$ cat src/include/stop_ctrl_cfg.svh
// constants for the stop mode standby controller
`ifndef STOP_CTRL_CFG_SVH
`define STOP_CTRL_CFG_SVH
`define SRC_COUNT 16
`define SETTLE_SEL_W 3
`define SETTLE_BASE_NS 80
`define CLK_PERIOD_NS 10
`define SETTLE_BASE_CYC ((`SETTLE_BASE_NS + `CLK_PERIOD_NS - 1) / `CLK_PERIOD_NS)
`define SETTLE_CNT_W 20
`define SRC_I2C 4
`define SRC_RTC 0
`define SRC_TMR_J 1
`define SRC_TMR_D 2
`endif

$ cat src/include/stop_ctrl_pkg.sv
// types for the stop mode standby controller
package stop_ctrl_pkg;
  typedef enum logic [1:0] {
    ST_RUN = 2'b00,
    ST_STOP = 2'b01,
    ST_SETTLE = 2'b10
  } state_type;
endpackage

$ cat src/stop_mode_standby_control.sv
// stop mode standby controller: entry, wake, settle and resume
`timescale 1ns/10ps
`include "stop_ctrl_cfg.svh"
module stop_mode_standby_control #(
  parameter int SRC_N = `SRC_COUNT,
  parameter int CNT_W = `SETTLE_CNT_W
) (
  input wire logic clk,
  input wire logic sys_rst,
  input wire logic stop_exec,
  input wire logic irq_accept_on,
  input wire logic [SRC_N-1:0] irq_request,
  input wire logic [SRC_N-1:0] irq_mask,
  input wire logic subclk_runs_in_stop,
  input wire logic i2c_addr_matched,
  input wire logic [`SETTLE_SEL_W-1:0] osc_settle_time_select,
  input wire logic watchdog_enable_option,
  input wire logic watchdog_standby_run_option,
  input wire logic pll_run_bit,
  output logic main_osc_run,
  output logic cpu_clk_en,
  output logic stopped,
  output logic resume_vector,
  output logic resume_next,
  output logic wdt_osc_run,
  output logic wdt_counter_clr,
  output logic pll_run
);
  // the counter must hold the longest settle time, base shifted by 7
  if (SRC_N <= `SRC_I2C || CNT_W < $clog2(`SETTLE_BASE_CYC + 1) +
      (1 << `SETTLE_SEL_W) - 1) begin : g_bad_params
    $error("unsupported parameters");
  end

  // ------------------------------------------------------------
  // wake qualification
  // ------------------------------------------------------------
  // wake sources are external event inputs: synchronise first
  logic [SRC_N-1:0] req_s1_q;
  logic [SRC_N-1:0] req_s2_q;
  logic i2c_s1_q;
  logic i2c_s2_q;
  always_ff @(posedge clk) begin
    req_s1_q <= irq_request;
    req_s2_q <= req_s1_q;
    i2c_s1_q <= i2c_addr_matched;
    i2c_s2_q <= i2c_s1_q;
  end

  function automatic logic [SRC_N-1:0] qualify(
    input logic [SRC_N-1:0] req,
    input logic [SRC_N-1:0] msk,
    input logic sub_ok,
    input logic i2c_ok);
    logic [SRC_N-1:0] q;
    q = req & ~msk;
    if (!sub_ok) begin
      q[`SRC_RTC] = 1'b0;
      q[`SRC_TMR_J] = 1'b0;
      q[`SRC_TMR_D] = 1'b0;
    end
    if (!i2c_ok) begin
      q[`SRC_I2C] = 1'b0;
    end
    return q;
  endfunction

  // only these inputs are watched while the main clock is gated,
  // so real silicon would run this path from an always-on clock
  logic wake;
  assign wake = |qualify(req_s2_q, irq_mask, subclk_runs_in_stop,
                         i2c_s2_q);
  // raw pins may not feed logic, so a request must be synced before
  // the stop instruction to abort entry; a later one wakes at once
  logic entry_pending;
  assign entry_pending = wake;

  // ------------------------------------------------------------
  // sequencer
  // ------------------------------------------------------------
  stop_ctrl_pkg::state_type state_q;
  logic accept_q;
  logic [CNT_W-1:0] settle_q;

  function automatic logic [CNT_W-1:0] settle_len(
    input logic [`SETTLE_SEL_W-1:0] sel);
    return CNT_W'(`SETTLE_BASE_CYC) << sel;
  endfunction

  always_ff @(posedge clk) begin
    if (sys_rst) begin
      state_q <= stop_ctrl_pkg::ST_RUN;
    end else begin
      case (state_q)
        stop_ctrl_pkg::ST_RUN: begin
          if (stop_exec && !entry_pending) begin
            state_q <= stop_ctrl_pkg::ST_STOP;
          end
        end
        stop_ctrl_pkg::ST_STOP: begin
          if (wake) begin
            state_q <= stop_ctrl_pkg::ST_SETTLE;
          end
        end
        stop_ctrl_pkg::ST_SETTLE: begin
          if (settle_q == '0) begin
            state_q <= stop_ctrl_pkg::ST_RUN;
          end
        end
        default: state_q <= stop_ctrl_pkg::ST_RUN;
      endcase
    end
  end

  always_ff @(posedge clk) begin
    if (sys_rst) begin
      settle_q <= '0;
    end else if (state_q == stop_ctrl_pkg::ST_STOP && wake) begin
      settle_q <= settle_len(osc_settle_time_select) - 1'b1;
    end else if (settle_q != '0) begin
      settle_q <= settle_q - 1'b1;
    end
  end

  always_ff @(posedge clk) begin
    if (sys_rst) begin
      accept_q <= 1'b0;
    end else if (state_q == stop_ctrl_pkg::ST_RUN && stop_exec) begin
      accept_q <= irq_accept_on;
    end
  end

  // ------------------------------------------------------------
  // outputs
  // ------------------------------------------------------------
  logic resume_now;
  assign resume_now = (state_q == stop_ctrl_pkg::ST_SETTLE &&
                       settle_q == '0) ||
                      (state_q == stop_ctrl_pkg::ST_RUN && stop_exec &&
                       entry_pending);
  logic resume_accept;
  assign resume_accept = (state_q == stop_ctrl_pkg::ST_RUN) ?
                         irq_accept_on : accept_q;
  logic wdt_stops;
  // option byte straps only; no runtime register can change it
  assign wdt_stops = watchdog_enable_option &&
                     !watchdog_standby_run_option;

  always_ff @(posedge clk) begin
    if (sys_rst) begin
      resume_vector <= 1'b0;
      resume_next <= 1'b0;
    end else begin
      resume_vector <= resume_now && resume_accept;
      resume_next <= resume_now && !resume_accept;
    end
  end

  always_ff @(posedge clk) begin
    if (sys_rst) begin
      main_osc_run <= 1'b1;
      cpu_clk_en <= 1'b1;
      stopped <= 1'b0;
    end else begin
      main_osc_run <= !(state_q == stop_ctrl_pkg::ST_RUN && stop_exec &&
                        !entry_pending) &&
                      !(state_q == stop_ctrl_pkg::ST_STOP && !wake);
      cpu_clk_en <= (state_q == stop_ctrl_pkg::ST_RUN && !(stop_exec &&
                     !entry_pending)) || resume_now;
      stopped <= (state_q == stop_ctrl_pkg::ST_RUN && stop_exec &&
                  !entry_pending) ||
                 (state_q == stop_ctrl_pkg::ST_STOP && !wake);
    end
  end

  always_ff @(posedge clk) begin
    if (sys_rst) begin
      wdt_osc_run <= 1'b1;
      wdt_counter_clr <= 1'b0;
    end else begin
      wdt_osc_run <= !(wdt_stops &&
                       state_q == stop_ctrl_pkg::ST_STOP);
      wdt_counter_clr <= wdt_stops &&
                         state_q == stop_ctrl_pkg::ST_STOP && wake;
    end
  end

  // pll state passes through untouched
  always_ff @(posedge clk) begin
    if (sys_rst) begin
      pll_run <= 1'b0;
    end else begin
      pll_run <= pll_run_bit;
    end
  end
endmodule

$ cat config.mk
export PLATFORM = sky130hd
export DESIGN_NAME = stop_mode_standby_control
export DESIGN_NICKNAME = d
export VERILOG_FILES = /design/src/include/stop_ctrl_pkg.sv /design/src/stop_mode_standby_control.sv
export VERILOG_INCLUDE_DIRS = /design/src /design/src/include
export SDC_FILE = /design/constraint.sdc
export NUM_CORES = 1
export LEC_CHECK = 0
export BUFFER_PORTS_ARGS = -buffer_cell sky130_fd_sc_hd__clkbuf_2
export CORE_MARGIN = 2
export CORE_UTILIZATION = 46
export DETAILED_ROUTE_END_ITERATION = 16
export PLACE_DENSITY = 0.78
export SLEW_MARGIN = 10
export SYNTH_ARGS = -nofsm -noshare
export SYNTH_HDL_FRONTEND = slang
export SYNTH_SLANG_ARGS = --single-unit
$ cat constraint.sdc
create_clock -name clk -period 4.92 [get_ports clk]
set_clock_uncertainty 0.15 [all_clocks]
set_input_delay 0.246 -clock clk [delete_from_list [all_inputs] [get_ports clk]]
set_output_delay 0.246 -clock clk [all_outputs]
set_load 0.02 [all_outputs]
# Word level (Yosys, flattened, before mapping)
# Cells that the tools add are included.
# op_classes
addsub	2
n_eq_ne	5
shift	1
muxes	9
bitwise_logic	2
n_reduce_logical	30
# ops
op	count
$mux W20	2
$sub A20 B1 Y20 const B	2
$logic_not A20 Y1	1
$reduce_bool A20 Y1	1
$shl A4 B3 Y20 const A	1
$and A16 B16 Y16	1
$not A16 Y16	1
$reduce_or A16 Y1	1
$logic_and A1 B1 Y1	14
$logic_not A1 Y1	7
$mux W2	3
$ne A2 B2 Y1 const B	3
$pmux W2 S3	1
$logic_or A1 B1 Y1	3
$mux W3	1
$reduce_and A3 Y1	1
$eq A2 B1 Y1 const B	1
$eq A2 B2 Y1 const B	1
$logic_not A2 Y1	1
$mux W1	2
$reduce_bool A2 Y1	1
# totals
ff_bits	65
wordCells	64

# Longest topological paths before layout
# Gate-level depths: netlist (run 1).
# depth
ltp_word	9
mapped_depth	13
depth_no_buf	11

# Worst setup path before layout (run 1)
# No wires, ideal clock.
# synth_path
path_kind	flip-flop to flip-flop
startpoint	register req_s2_q[0]
endpoint	register settle_q[4]
setup_ps	91
arrival_time_ps	2400
t_required_ps	4679
slack_ps	2279
path_stages_with_launch	13
n_path_buf	3
period_less_slack_ps	2641
cell_sequence	dfxtp_1 nand2b_1 o221ai_1 a221oi_1 a21bo_2 buf_2 buf_2 nand2_1 ha_1 clkbuf_1 nor4b_1 nor3_1 a311oi_1
# synth_via
elab_chain_cells	5
word_cells_on_any_way	6
cone_classes	2 x mux; 1 x bitwise; 3 x reduce/logical
# synth_lines
item	line	text
start, declared	stop_mode_standby_control.sv:40	logic [SRC_N-1:0] req_s2_q;
start signal, assigned	stop_mode_standby_control.sv:45	req_s2_q <= req_s1_q;
$and A16 B16 Y16 (*)	stop_mode_standby_control.sv:56	q = req & ~msk;
$mux W3 (*)	stop_mode_standby_control.sv:57	if (!sub_ok) begin
$reduce_or A16 Y1 (*)	stop_mode_standby_control.sv:71	assign wake = |qualify(req_s2_q, irq_mask, subclk_runs_in_stop,
$logic_and A1 B1 Y1 (*)	stop_mode_standby_control.sv:118	end else if (state_q == stop_ctrl_pkg::ST_STOP && wake) begin
$mux W20 or $reduce_bool A2 Y1 (tied branches)	n/a	
end signal, assigned	stop_mode_standby_control.sv:119	settle_q <= settle_len(osc_settle_time_select) - 1'b1;
end signal, assigned	stop_mode_standby_control.sv:121	settle_q <= settle_q - 1'b1;
end, declared	stop_mode_standby_control.sv:83	logic [CNT_W-1:0] settle_q;
# Mark *: on every way between the ends. The rest lies on a longest branch, timed or not.
# A chain may end at the register's enable or synchronous reset.

# Worst setup path after layout (run 1)
# layout_path
startpoint	register req_s2_q[7]
endpoint	register settle_q[8]
# layout_via
elab_chain_cells	4
word_cells_on_any_way	5
cone_classes	1 x mux; 1 x bitwise; 3 x reduce/logical
# layout_lines
item	line
$and A16 B16 Y16 (*)	stop_mode_standby_control.sv:56
$reduce_or A16 Y1 (*)	stop_mode_standby_control.sv:71
$logic_and A1 B1 Y1 (*)	stop_mode_standby_control.sv:118
$mux W20 or $reduce_bool A2 Y1 (tied branches)	n/a
# Marks and branches as above.

==> results of run 1 <==
## per-stage QoR
stage	area [um2]	total power (uW)
after floorplan	2300	923
after global placement	2600	985
after detailed placement	2600	995
after CTS	3020	1510
after global routing	3020	1580
final	3020	1490
## layout make-up
class | instances | area, um2 | area share
Clock buffer | 12 | 145 | 0.0481
Clock inverter | 4 | 76.3 | 0.0253
Inverter | 11 | 41.3 | 0.0137
Multi-Input combinational cell | 139 | 917 | 0.304
Sequential cell | 65 | 1300 | 0.431
Tap cell | 67 | 83.8 | 0.0278
Timing Repair Buffer | 71 | 455 | 0.151
## metal layers
| metal | vias up | share of wire | global-route usage |
|---|---|---|---|
| met2 | 35 | 0.50 | 0.320 |
| met3 | 9 | 0.038 | 0.0669 |
| met1 | 832 | 0.43 | 0.219 |
| li1 | 927 | - | - |
| met5 | - | 0 | 0 |
| met4 | 0 | 0.024 | 0.0913 |
## flip-flops by register name, indices dropped and copies added, names as in the netlist
signal	count
accept_q	1
cpu_clk_en	1
i2c_s1_q	1
i2c_s2_q	1
main_osc_run	1
pll_run	1
req_s1_q	16
req_s2_q	16
resume_next	1
resume_vector	1
settle_q	20
state_q	2
stopped	1
wdt_counter_clr	1
wdt_osc_run	1
## worst max path at each step
stage,start,endpoint
6_report,req_s2_q[7]$_DFF_P_,settle_q[8]$_SDFFE_PP0P_
2_1_floorplan,req_s2_q[0]$_DFF_P_,settle_q[4]$_SDFFE_PP0P_
3_5_place_dp,irq_mask[0],settle_q[4]$_SDFFE_PP0P_
5_1_grt,req_s2_q[7]$_DFF_P_,settle_q[6]$_SDFFE_PP0P_
3_3_place_gp,irq_mask[0],settle_q[4]$_SDFFE_PP0P_
4_1_cts,req_s2_q[0]$_DFF_P_,settle_q[4]$_SDFFE_PP0P_
## cell usage after synthesis (all sizes together)
| library cell | instances |
|---|---|
| o22ai | 4 |
| nor4b | 2 |
| buf | 4 |
| o21ai | 1 |
| o211ai | 1 |
| o311a | 1 |
| a21bo | 1 |
| a2111oi | 2 |
| or3 | 5 |
| dfxtp | 65 |
| nand3b | 2 |
| clkbuf | 5 |
| o41ai | 1 |
| or4 | 2 |
| and2 | 1 |
| nand2b | 6 |
| a21oi | 8 |
| nor2 | 22 |
| nor4 | 8 |
| o21a | 1 |
| a21boi | 1 |
| mux2 | 1 |
| a311oi | 2 |
| inv | 11 |
| nand4 | 2 |
| nor2b | 3 |
| o221ai | 1 |
| nor4bb | 1 |
| or2 | 1 |
| a31oi | 1 |
| nor3b | 2 |
| a21o | 1 |
| ha | 1 |
| mux2i | 1 |
| a221oi | 1 |
| nand2 | 17 |
| nor3 | 11 |
| o21bai | 1 |
| xor2 | 6 |
| xnor2 | 7 |
| a211oi | 7 |
| nand3 | 3 |
## power groups by stage
stage	Clock (uW)	Sequential, uW	Combinational [uW]
CTS	508	628	370
global placement	0	638	347
finish	497	629	368
floorplan	0	630	292
detailed placement	0	639	356
global route	537	636	410
## what timing repair did
action	CTS	global route
endpoints found under the setup margin	0	0
endpoints found under the hold margin	20	0
hold buffers	20	0
## layout by cell type, fill, tap and decap left out, types with 2 or more instances in the layout
cell,instances
sky130_fd_sc_hd__nor2_1,22
sky130_fd_sc_hd__or3_2,3
sky130_fd_sc_hd__nand2_1,15
sky130_fd_sc_hd__xor2_1,6
sky130_fd_sc_hd__nand3b_1,2
sky130_fd_sc_hd__nand3_1,3
sky130_fd_sc_hd__o22ai_1,4
sky130_fd_sc_hd__nor2b_1,3
sky130_fd_sc_hd__nand2_2,2
sky130_fd_sc_hd__a21oi_1,8
sky130_fd_sc_hd__nor3_1,10
sky130_fd_sc_hd__or3_1,2
sky130_fd_sc_hd__nand4_1,2
sky130_fd_sc_hd__dfxtp_1,65
sky130_fd_sc_hd__bufinv_16,2
sky130_fd_sc_hd__a211oi_1,7
sky130_fd_sc_hd__inv_1,11
sky130_fd_sc_hd__nand2b_1,6
sky130_fd_sc_hd__nor4_1,8
sky130_fd_sc_hd__clkbuf_8,10
sky130_fd_sc_hd__clkbuf_2,51
sky130_fd_sc_hd__a2111oi_2,2
sky130_fd_sc_hd__nor3b_1,2
sky130_fd_sc_hd__dlygate4sd3_1,20
sky130_fd_sc_hd__xnor2_1,7
sky130_fd_sc_hd__a311oi_1,2
sky130_fd_sc_hd__clkbuf_1,2
## kinds of logic (layout without fill, tap and decap cells)
logic type                 after synthesis  after routing  share of synthesized area
adders and majority gates                1              1                    0.00545
xor gates and xnor gates                13             13                     0.0496
AOI/OAI and AO/OA                       35             35                      0.121
buffers and inverters                   20             98                     0.0343
DFF                                     65             65                      0.566
muxes                                    2              2                    0.00926
and+or+nand+nor                         88             88                      0.214
## worst max-delay path, stage by stage (launching register included)
cell and delay [ns]:
sky130_fd_sc_hd__dfxtp_1 0.30, sky130_fd_sc_hd__inv_1 0.04, sky130_fd_sc_hd__o22ai_1 0.09, sky130_fd_sc_hd__nor4_1 0.64, sky130_fd_sc_hd__a21bo_2 0.48, sky130_fd_sc_hd__nand2_1 0.10, sky130_fd_sc_hd__ha_1 0.34, sky130_fd_sc_hd__nor4bb_1 0.33
sky130_fd_sc_hd__a311oi_1 0.09, sky130_fd_sc_hd__a211oi_1 0.23
==> metrics.log, run 1 <==
INFO  metric reg2reg_setup_slack = 2.05 ns
INFO  metric grt_start_max_net_pins = 21
INFO  metric initial_core_util = 0.483
INFO  metric synth_area_per_cell = 10.3 um2
INFO  metric die_w = 74.7 um
INFO  metric startpoint_of_the_worst_hold_path = stop_exec
INFO  metric worstPathArrival = 2.97 ns
INFO  metric setup_violations = 0
INFO  metric n_antenna_cell = 0
INFO  metric synth.distinct_cells = 48
INFO  metric grt_first_pass_wirelength = 7800 um
INFO  metric floorplan.io_pins = 52
INFO  metric start_kind = flop
INFO  metric post_synthesis_sequential_area_ratio = 0.566
INFO  metric drtAntennaViolNets = 0
INFO  metric cts.path.max_buffers = 2
INFO  metric route.detailed.drc = 0
INFO  metric leakage = 0.00130 uW
INFO  metric synth_nets = 269
INFO  metric std_cell_rows = 25
INFO  metric timing_worst_setup_path_type = flop to flop
INFO  metric seq_power_share = 0.421
INFO  metric hold_path_depth = 3
INFO  metric cts_root_buffer = sky130_fd_sc_hd__clkbuf_8
INFO  metric layout-drive-gt1-share = 0.262
INFO  metric power.density_cell_area = 495 nW/um2
INFO  metric drt-wirelength-per-cell = 12.5 um
INFO  metric n_fill_cell = 397
INFO  metric layout.nets = 342
INFO  metric timing.max_slew.rel_slack = 0.531
INFO  metric routed_via_density = 4.89
INFO  metric sw_frac_of_total = 0.294
INFO  metric port-buffer-count = 51
INFO  metric timing_max_transition_violations_final = 0
INFO  metric die_ar = 5570 um2
INFO  metric maximum_vdd_drop = 0.000299 V
INFO  metric clock-sinks = 65
INFO  metric combPwrFrac = 0.246
INFO  metric synth.largest_area_cell = sky130_fd_sc_hd__dfxtp_1
INFO  metric reg2reg_from = req_s2_q[7]$_DFF_P_
INFO  metric synth_area_leaders = sky130_fd_sc_hd__dfxtp_1 57%, sky130_fd_sc_hd__nor2_1 3.6%, sky130_fd_sc_hd__xnor2_1 2.7%, sky130_fd_sc_hd__nand2_1 2.5%, sky130_fd_sc_hd__a211oi_1 2.3%
INFO  metric detailed_place_hpwl = 3050 um
INFO  metric postSynthCellCount = 224
INFO  metric power_switching = 439 uW
INFO  metric maxCapViolCount = 0
INFO  metric post_layout_nonfiller_instances = 369
INFO  metric numCtsBuffers = 9
INFO  metric antenna_found_initial = 0
INFO  metric share_of_the_cycle_needed_by_the_critical_path_after_routing = 0.583
INFO  metric cts.htree.levels = 3
INFO  metric drt_wl_total = 4600 um
INFO  metric place_worst_setup_slack = 2.03 ns
INFO  metric cts_setup_buffers = 0
INFO  metric final_design_utilization = 0.635
INFO  metric globalRoute.totalOverflow = 0
INFO  metric post_synth_instance_area = 2300 um2
INFO  metric worst-endpoint-required = 5.03 ns
INFO  metric worst_reg_to_reg_cells = 9
INFO  metric die_h = 74.7 um
INFO  metric timing.hold.worst.class = input pin to flop
INFO  metric rr_endpoint = settle_q[8]$_SDFFE_PP0P_
INFO  metric clkPwrFrac = 0.333
INFO  metric grt_util_all_layers = 0.191
INFO  metric layout_setup_ws = 2.05 ns
INFO  metric rsz_0062_raised_after_global_routing = no
INFO  metric period_minus_ws_final = 2.87 ns
INFO  metric area_growth = 31.5%
INFO  metric worstHoldEndpoint = accept_q$_SDFFE_PP0P_
INFO  metric yosys_warnings = 0
INFO  metric clkSlewWorstSetupHoldPaths = 0.07 ns
INFO  metric clock_insertion_delay_worst_skew = 0.34 ns
INFO  metric route.vias.total = 1,803
INFO  metric post_cts.resized_instances = 0
INFO  metric initial_drt_pass_iterations = 4
INFO  metric fmax = 0.349 GHz
INFO  metric drtIter0Drc = 126
INFO  metric tightestPinTransition = 0.698 ns
INFO  metric run_status = finished, final reports clean
INFO  metric number_of_failing_hold_endpoints_at_the_final_stage = 0
INFO  metric cell_internal_pwr = 1060 uW
INFO  metric placedCellCount = 333
INFO  metric crit_path_max_fanout = 20
INFO  metric yosysTopAreaCellShare = 0.566
INFO  metric postSynthRegisterBits = 65
INFO  metric cts_tree = built
INFO  metric grt_pass1_vias = 1,789
INFO  metric whs = 0.0574 ns
INFO  metric worst_setup_path_end_kind = flop
INFO  metric globalplace.congestion = 0.838
INFO  metric fin_setup_tns = 0 ns
INFO  metric core_area = 4750 um2
Note: power is estimated with default switching activity, not from simulation.
==> run 2: changes to the inputs <==
==> constraint.sdc (replaced) <==
create_clock -name clk -period 3 [get_ports clk]
set_clock_uncertainty 0.15 [all_clocks]
set_input_delay 0.15 -clock clk [delete_from_list [all_inputs] [get_ports clk]]
set_output_delay 0.15 -clock clk [all_outputs]
set_load 0.02 [all_outputs]
==> run 2 against run 1 <==
  * Sequential share of layout area down 0.55 points
  * Critical path depth unchanged
  * Largest power group unchanged
  * Critical endpoint is now settle_q[12]$_SDFFE_PP0P_
  * Register-to-register slack worse by 1.7 ns
  * Die area unchanged
==> metrics.log, run 2 (synthesis results as in run 1) <==
INFO  metric critical_path.cell_chain = nor2b_1, a21bo_2, nand2_1, ha_1, nand2_1, or2_2, nor4_1, xnor2_1, nor2_1
INFO  metric share_of_the_cycle_needed_by_the_critical_path_after_routing = 0.877 (+0.294)
INFO  metric numCtsBuffers = 9 (unchanged)
INFO  metric number_of_flip_flops_under_the_largest_register_name = 20 (unchanged)
INFO  metric crit_path_max_incr_delay = 0.47 ns (-0.17 ns)
INFO  metric leakage = 0.00131 uW (+0.68%)
INFO  metric timing.hold.worst.class = input pin to flop
INFO  metric layout_setup_ws = 0.370 ns (-1.68 ns)
INFO  metric drt_wl_total = 4560 um (-0.72%)
INFO  metric cts_root_buffer = sky130_fd_sc_hd__clkbuf_8
INFO  metric crit_path_max_fanout = 12 (-40%)
INFO  metric route.vias.total = 1,829 (+1.4%)
INFO  metric globalRoute.busiestLayer = met2
INFO  metric maximum_vdd_drop = 0.000525 V (+75%)
INFO  metric floorplan.io_pins = 52 (unchanged)
INFO  metric fmax = 0.380 GHz (+9.0%)
INFO  metric critical_path.top_delay_family = simple AND/OR/NAND/NOR gates
INFO  metric clock-sinks = 65 (unchanged)
INFO  metric startpoint_of_the_worst_hold_path = osc_settle_time_select[0]
INFO  metric layout-drive-gt1-share = 0.269 (+0.00789)
INFO  metric reg2reg_from = state_q[0]$_SDFFE_PP0P_
INFO  metric cts_tree = built
INFO  metric detailed_place_hpwl = 2990 um (-2.1%)
INFO  metric timing.critical_path.slowest_stage_cell = sky130_fd_sc_hd__dfxtp_1
INFO  metric die_w = 74.7 um (unchanged)
INFO  metric worst-endpoint-required = 3.08 ns (-1.95 ns)
INFO  metric area_growth = 33.2%
INFO  metric period_minus_ws_final = 2.63 ns (-0.237 ns)
INFO  metric grt_first_pass_wirelength = 7720 um (-1.1%)
INFO  metric cts_setup_buffers = 0 (unchanged)
INFO  metric rr_endpoint = settle_q[12]$_SDFFE_PP0P_
INFO  metric tightestPinTransition = 0.743 ns (+0.0457 ns)
INFO  metric grt_util_all_layers = 0.191 (+0.000335)
INFO  metric initial_drt_pass_iterations = 5 (+1)
INFO  metric clock_insertion_delay_worst_skew = 0.35 ns (about the same)
INFO  metric worstHoldEndpoint = settle_q[9]$_SDFFE_PP0P_
INFO  metric globalRoute.totalOverflow = 0 (unchanged)
INFO  metric maxCapViolCount = 0 (unchanged)
INFO  metric route.detailed.drc = 0 (unchanged)
INFO  metric clkSlewWorstSetupHoldPaths = 0.07 ns (about the same)
INFO  metric cts.htree.levels = 3 (unchanged)
INFO  metric setup_violations = 0 (unchanged)
INFO  metric core_area = 4750 um2 (unchanged)
INFO  metric port-buffer-count = 51 (unchanged)
INFO  metric gr-usage-met2 = 0.317 (-0.00295)
INFO  metric n_antenna_cell = 0 (unchanged)
INFO  metric drt-wirelength-per-cell = 12.2 um (-2.3%)
INFO  metric critical-path-top-cell-by-count = sky130_fd_sc_hd__nand2_1
INFO  metric final_design_utilization = 0.643 (+0.00816)
INFO  metric layout.cells.most_common = sky130_fd_sc_hd__dfxtp_1
INFO  metric layout.nets = 348 (+1.8%)
INFO  metric largest-register = settle_q
INFO  metric drtIter0Drc = 106 (-16%)
INFO  metric top_regs = settle_q x20, req_s1_q x16, req_s2_q x16
INFO  metric cts.hold.buffers_added = 24 (+20%)
INFO  metric cts.path.max_buffers = 2 (unchanged)
INFO  metric start_kind = flop
INFO  metric die_ar = 5570 um2 (unchanged)
INFO  metric use_met1 = 0.206 (-0.0134)
INFO  metric reg2reg_setup_slack = 0.37 ns (-1.68 ns)
INFO  metric place_worst_setup_slack = 0.391 ns (-1.64 ns)
INFO  metric fin_setup_tns = 0 ns (unchanged)
INFO  metric timing.max_slew.rel_slack = 0.500 (-0.0307)
INFO  metric worstPathArrival = 2.71 ns (-0.26 ns)
INFO  metric die_h = 74.7 um (unchanged)
INFO  metric drtAntennaViolNets = 0 (unchanged)
INFO  metric whs = 0.0200 ns (-0.0374 ns)
INFO  metric grt_pass1_vias = 1,785 (-0.22%)
INFO  metric power.density_cell_area = 780 nW/um2 (+58%)
INFO  metric critPathBufInv = 0 (-1)
INFO  metric worst_setup_path_end_kind = flop
INFO  metric rsz_0062_raised_after_global_routing = no
INFO  metric grt.met3_usage = 0.0857 (+0.0187)
INFO  metric hold_path_depth = 3 (unchanged)
INFO  metric initial_core_util = 0.483 (unchanged)
INFO  metric globalplace.congestion = 0.842 (+0.55%)
INFO  metric leading_cell_types_in_the_layout_fill_and_taps_excluded = 65 x sky130_fd_sc_hd__dfxtp_1, 51 x sky130_fd_sc_hd__clkbuf_2, 24 x sky130_fd_sc_hd__dlygate4sd3_1
INFO  metric routed_via_density = 4.88 (-0.18%)
INFO  metric run_status = finished, final reports clean
INFO  metric post_cts.resized_instances = 0 (unchanged)
INFO  metric timing_max_transition_violations_final = 0 (unchanged)
INFO  metric number_of_failing_hold_endpoints_at_the_final_stage = 0 (unchanged)
INFO  metric timing_worst_setup_path_type = flop to flop
INFO  metric worst_reg_to_reg_cells = 9 (unchanged)
INFO  metric std_cell_rows = 25 (unchanged)
INFO  metric grt_start_max_net_pins = 14 (-33%)
INFO  metric antenna_found_initial = 0 (unchanged)
==> run 2: changes by cell type in the layout (fill, tap and decap cells not counted) <==
cell,before,now
sky130_fd_sc_hd__clkinv_4,1,0
sky130_fd_sc_hd__dlygate4sd3_1,20,24
sky130_fd_sc_hd__buf_4,0,2
sky130_fd_sc_hd__clkbuf_1,2,0
sky130_fd_sc_hd__bufinv_16,2,1
sky130_fd_sc_hd__clkinvlp_4,1,5
==> run 2: area by class of cell <==
cell class | instances | area, um2
flip-flops and latches | 65 | 1300
inverters | 11 | 41.3
clock inverters | 6 | 67.6
multi-input cells | 139 | 917
well taps | 67 | 83.8
fillers | 404 | 1700
repair buffers | 77 | 510
clock buffers | 10 | 138
==> run 2: metrics by stage <==
step	power, uW	std cells	instance area [um2]
after floorplan	1510	224	2300
after global placement	1620	335	2610
after detailed placement	1640	335	2610
after CTS	2410	375	3060
after global routing	2530	375	3060
final	2390	375	3060
==> run 2: how the worst max path moves through the flow <==
stage / start / end / slack, ns / cells past startpoint
5_1_grt: state_q[0]$_SDFFE_PP0P_ / settle_q[16]$_SDFFE_PP0P_ / 0.08 / 8
4_1_cts: req_s2_q[1]$_DFF_P_ / settle_q[8]$_SDFFE_PP0P_ / 0.36 / 10
3_3_place_gp: state_q[0]$_SDFFE_PP0P_ / settle_q[8]$_SDFFE_PP0P_ / 0.46 / 8
6_report: state_q[0]$_SDFFE_PP0P_ / settle_q[12]$_SDFFE_PP0P_ / 0.37 / 9
3_5_place_dp: req_s2_q[1]$_DFF_P_ / settle_q[12]$_SDFFE_PP0P_ / 0.39 / 11
2_1_floorplan: req_s2_q[0]$_DFF_P_ / settle_q[4]$_SDFFE_PP0P_ / 0.36 / 12
==> run 2: worst min-delay path: cells and delay by family <==
family                 cells  cell delay [ns]
AOI/OAI and AO/OA          1             0.07
buffers and inverters      1             0.12
and+or+nand+nor            1             0.12
==> run 2: routing by layer <==
layer | wire length (um) | part of all wire
met4 | 148 | 0.032
met1 | 1930 | 0.42
met5 | 0 | 0
met3 | 218 | 0.048
met2 | 2260 | 0.50
==> run 2: power breakdown <==
group / internal (uW) / switching [uW] / total, uW
sequential: 955 / 76.2 / 1030
combinational: 294 / 322 / 615
clock: 405 / 335 / 740
total: 1650 / 732 / 2390
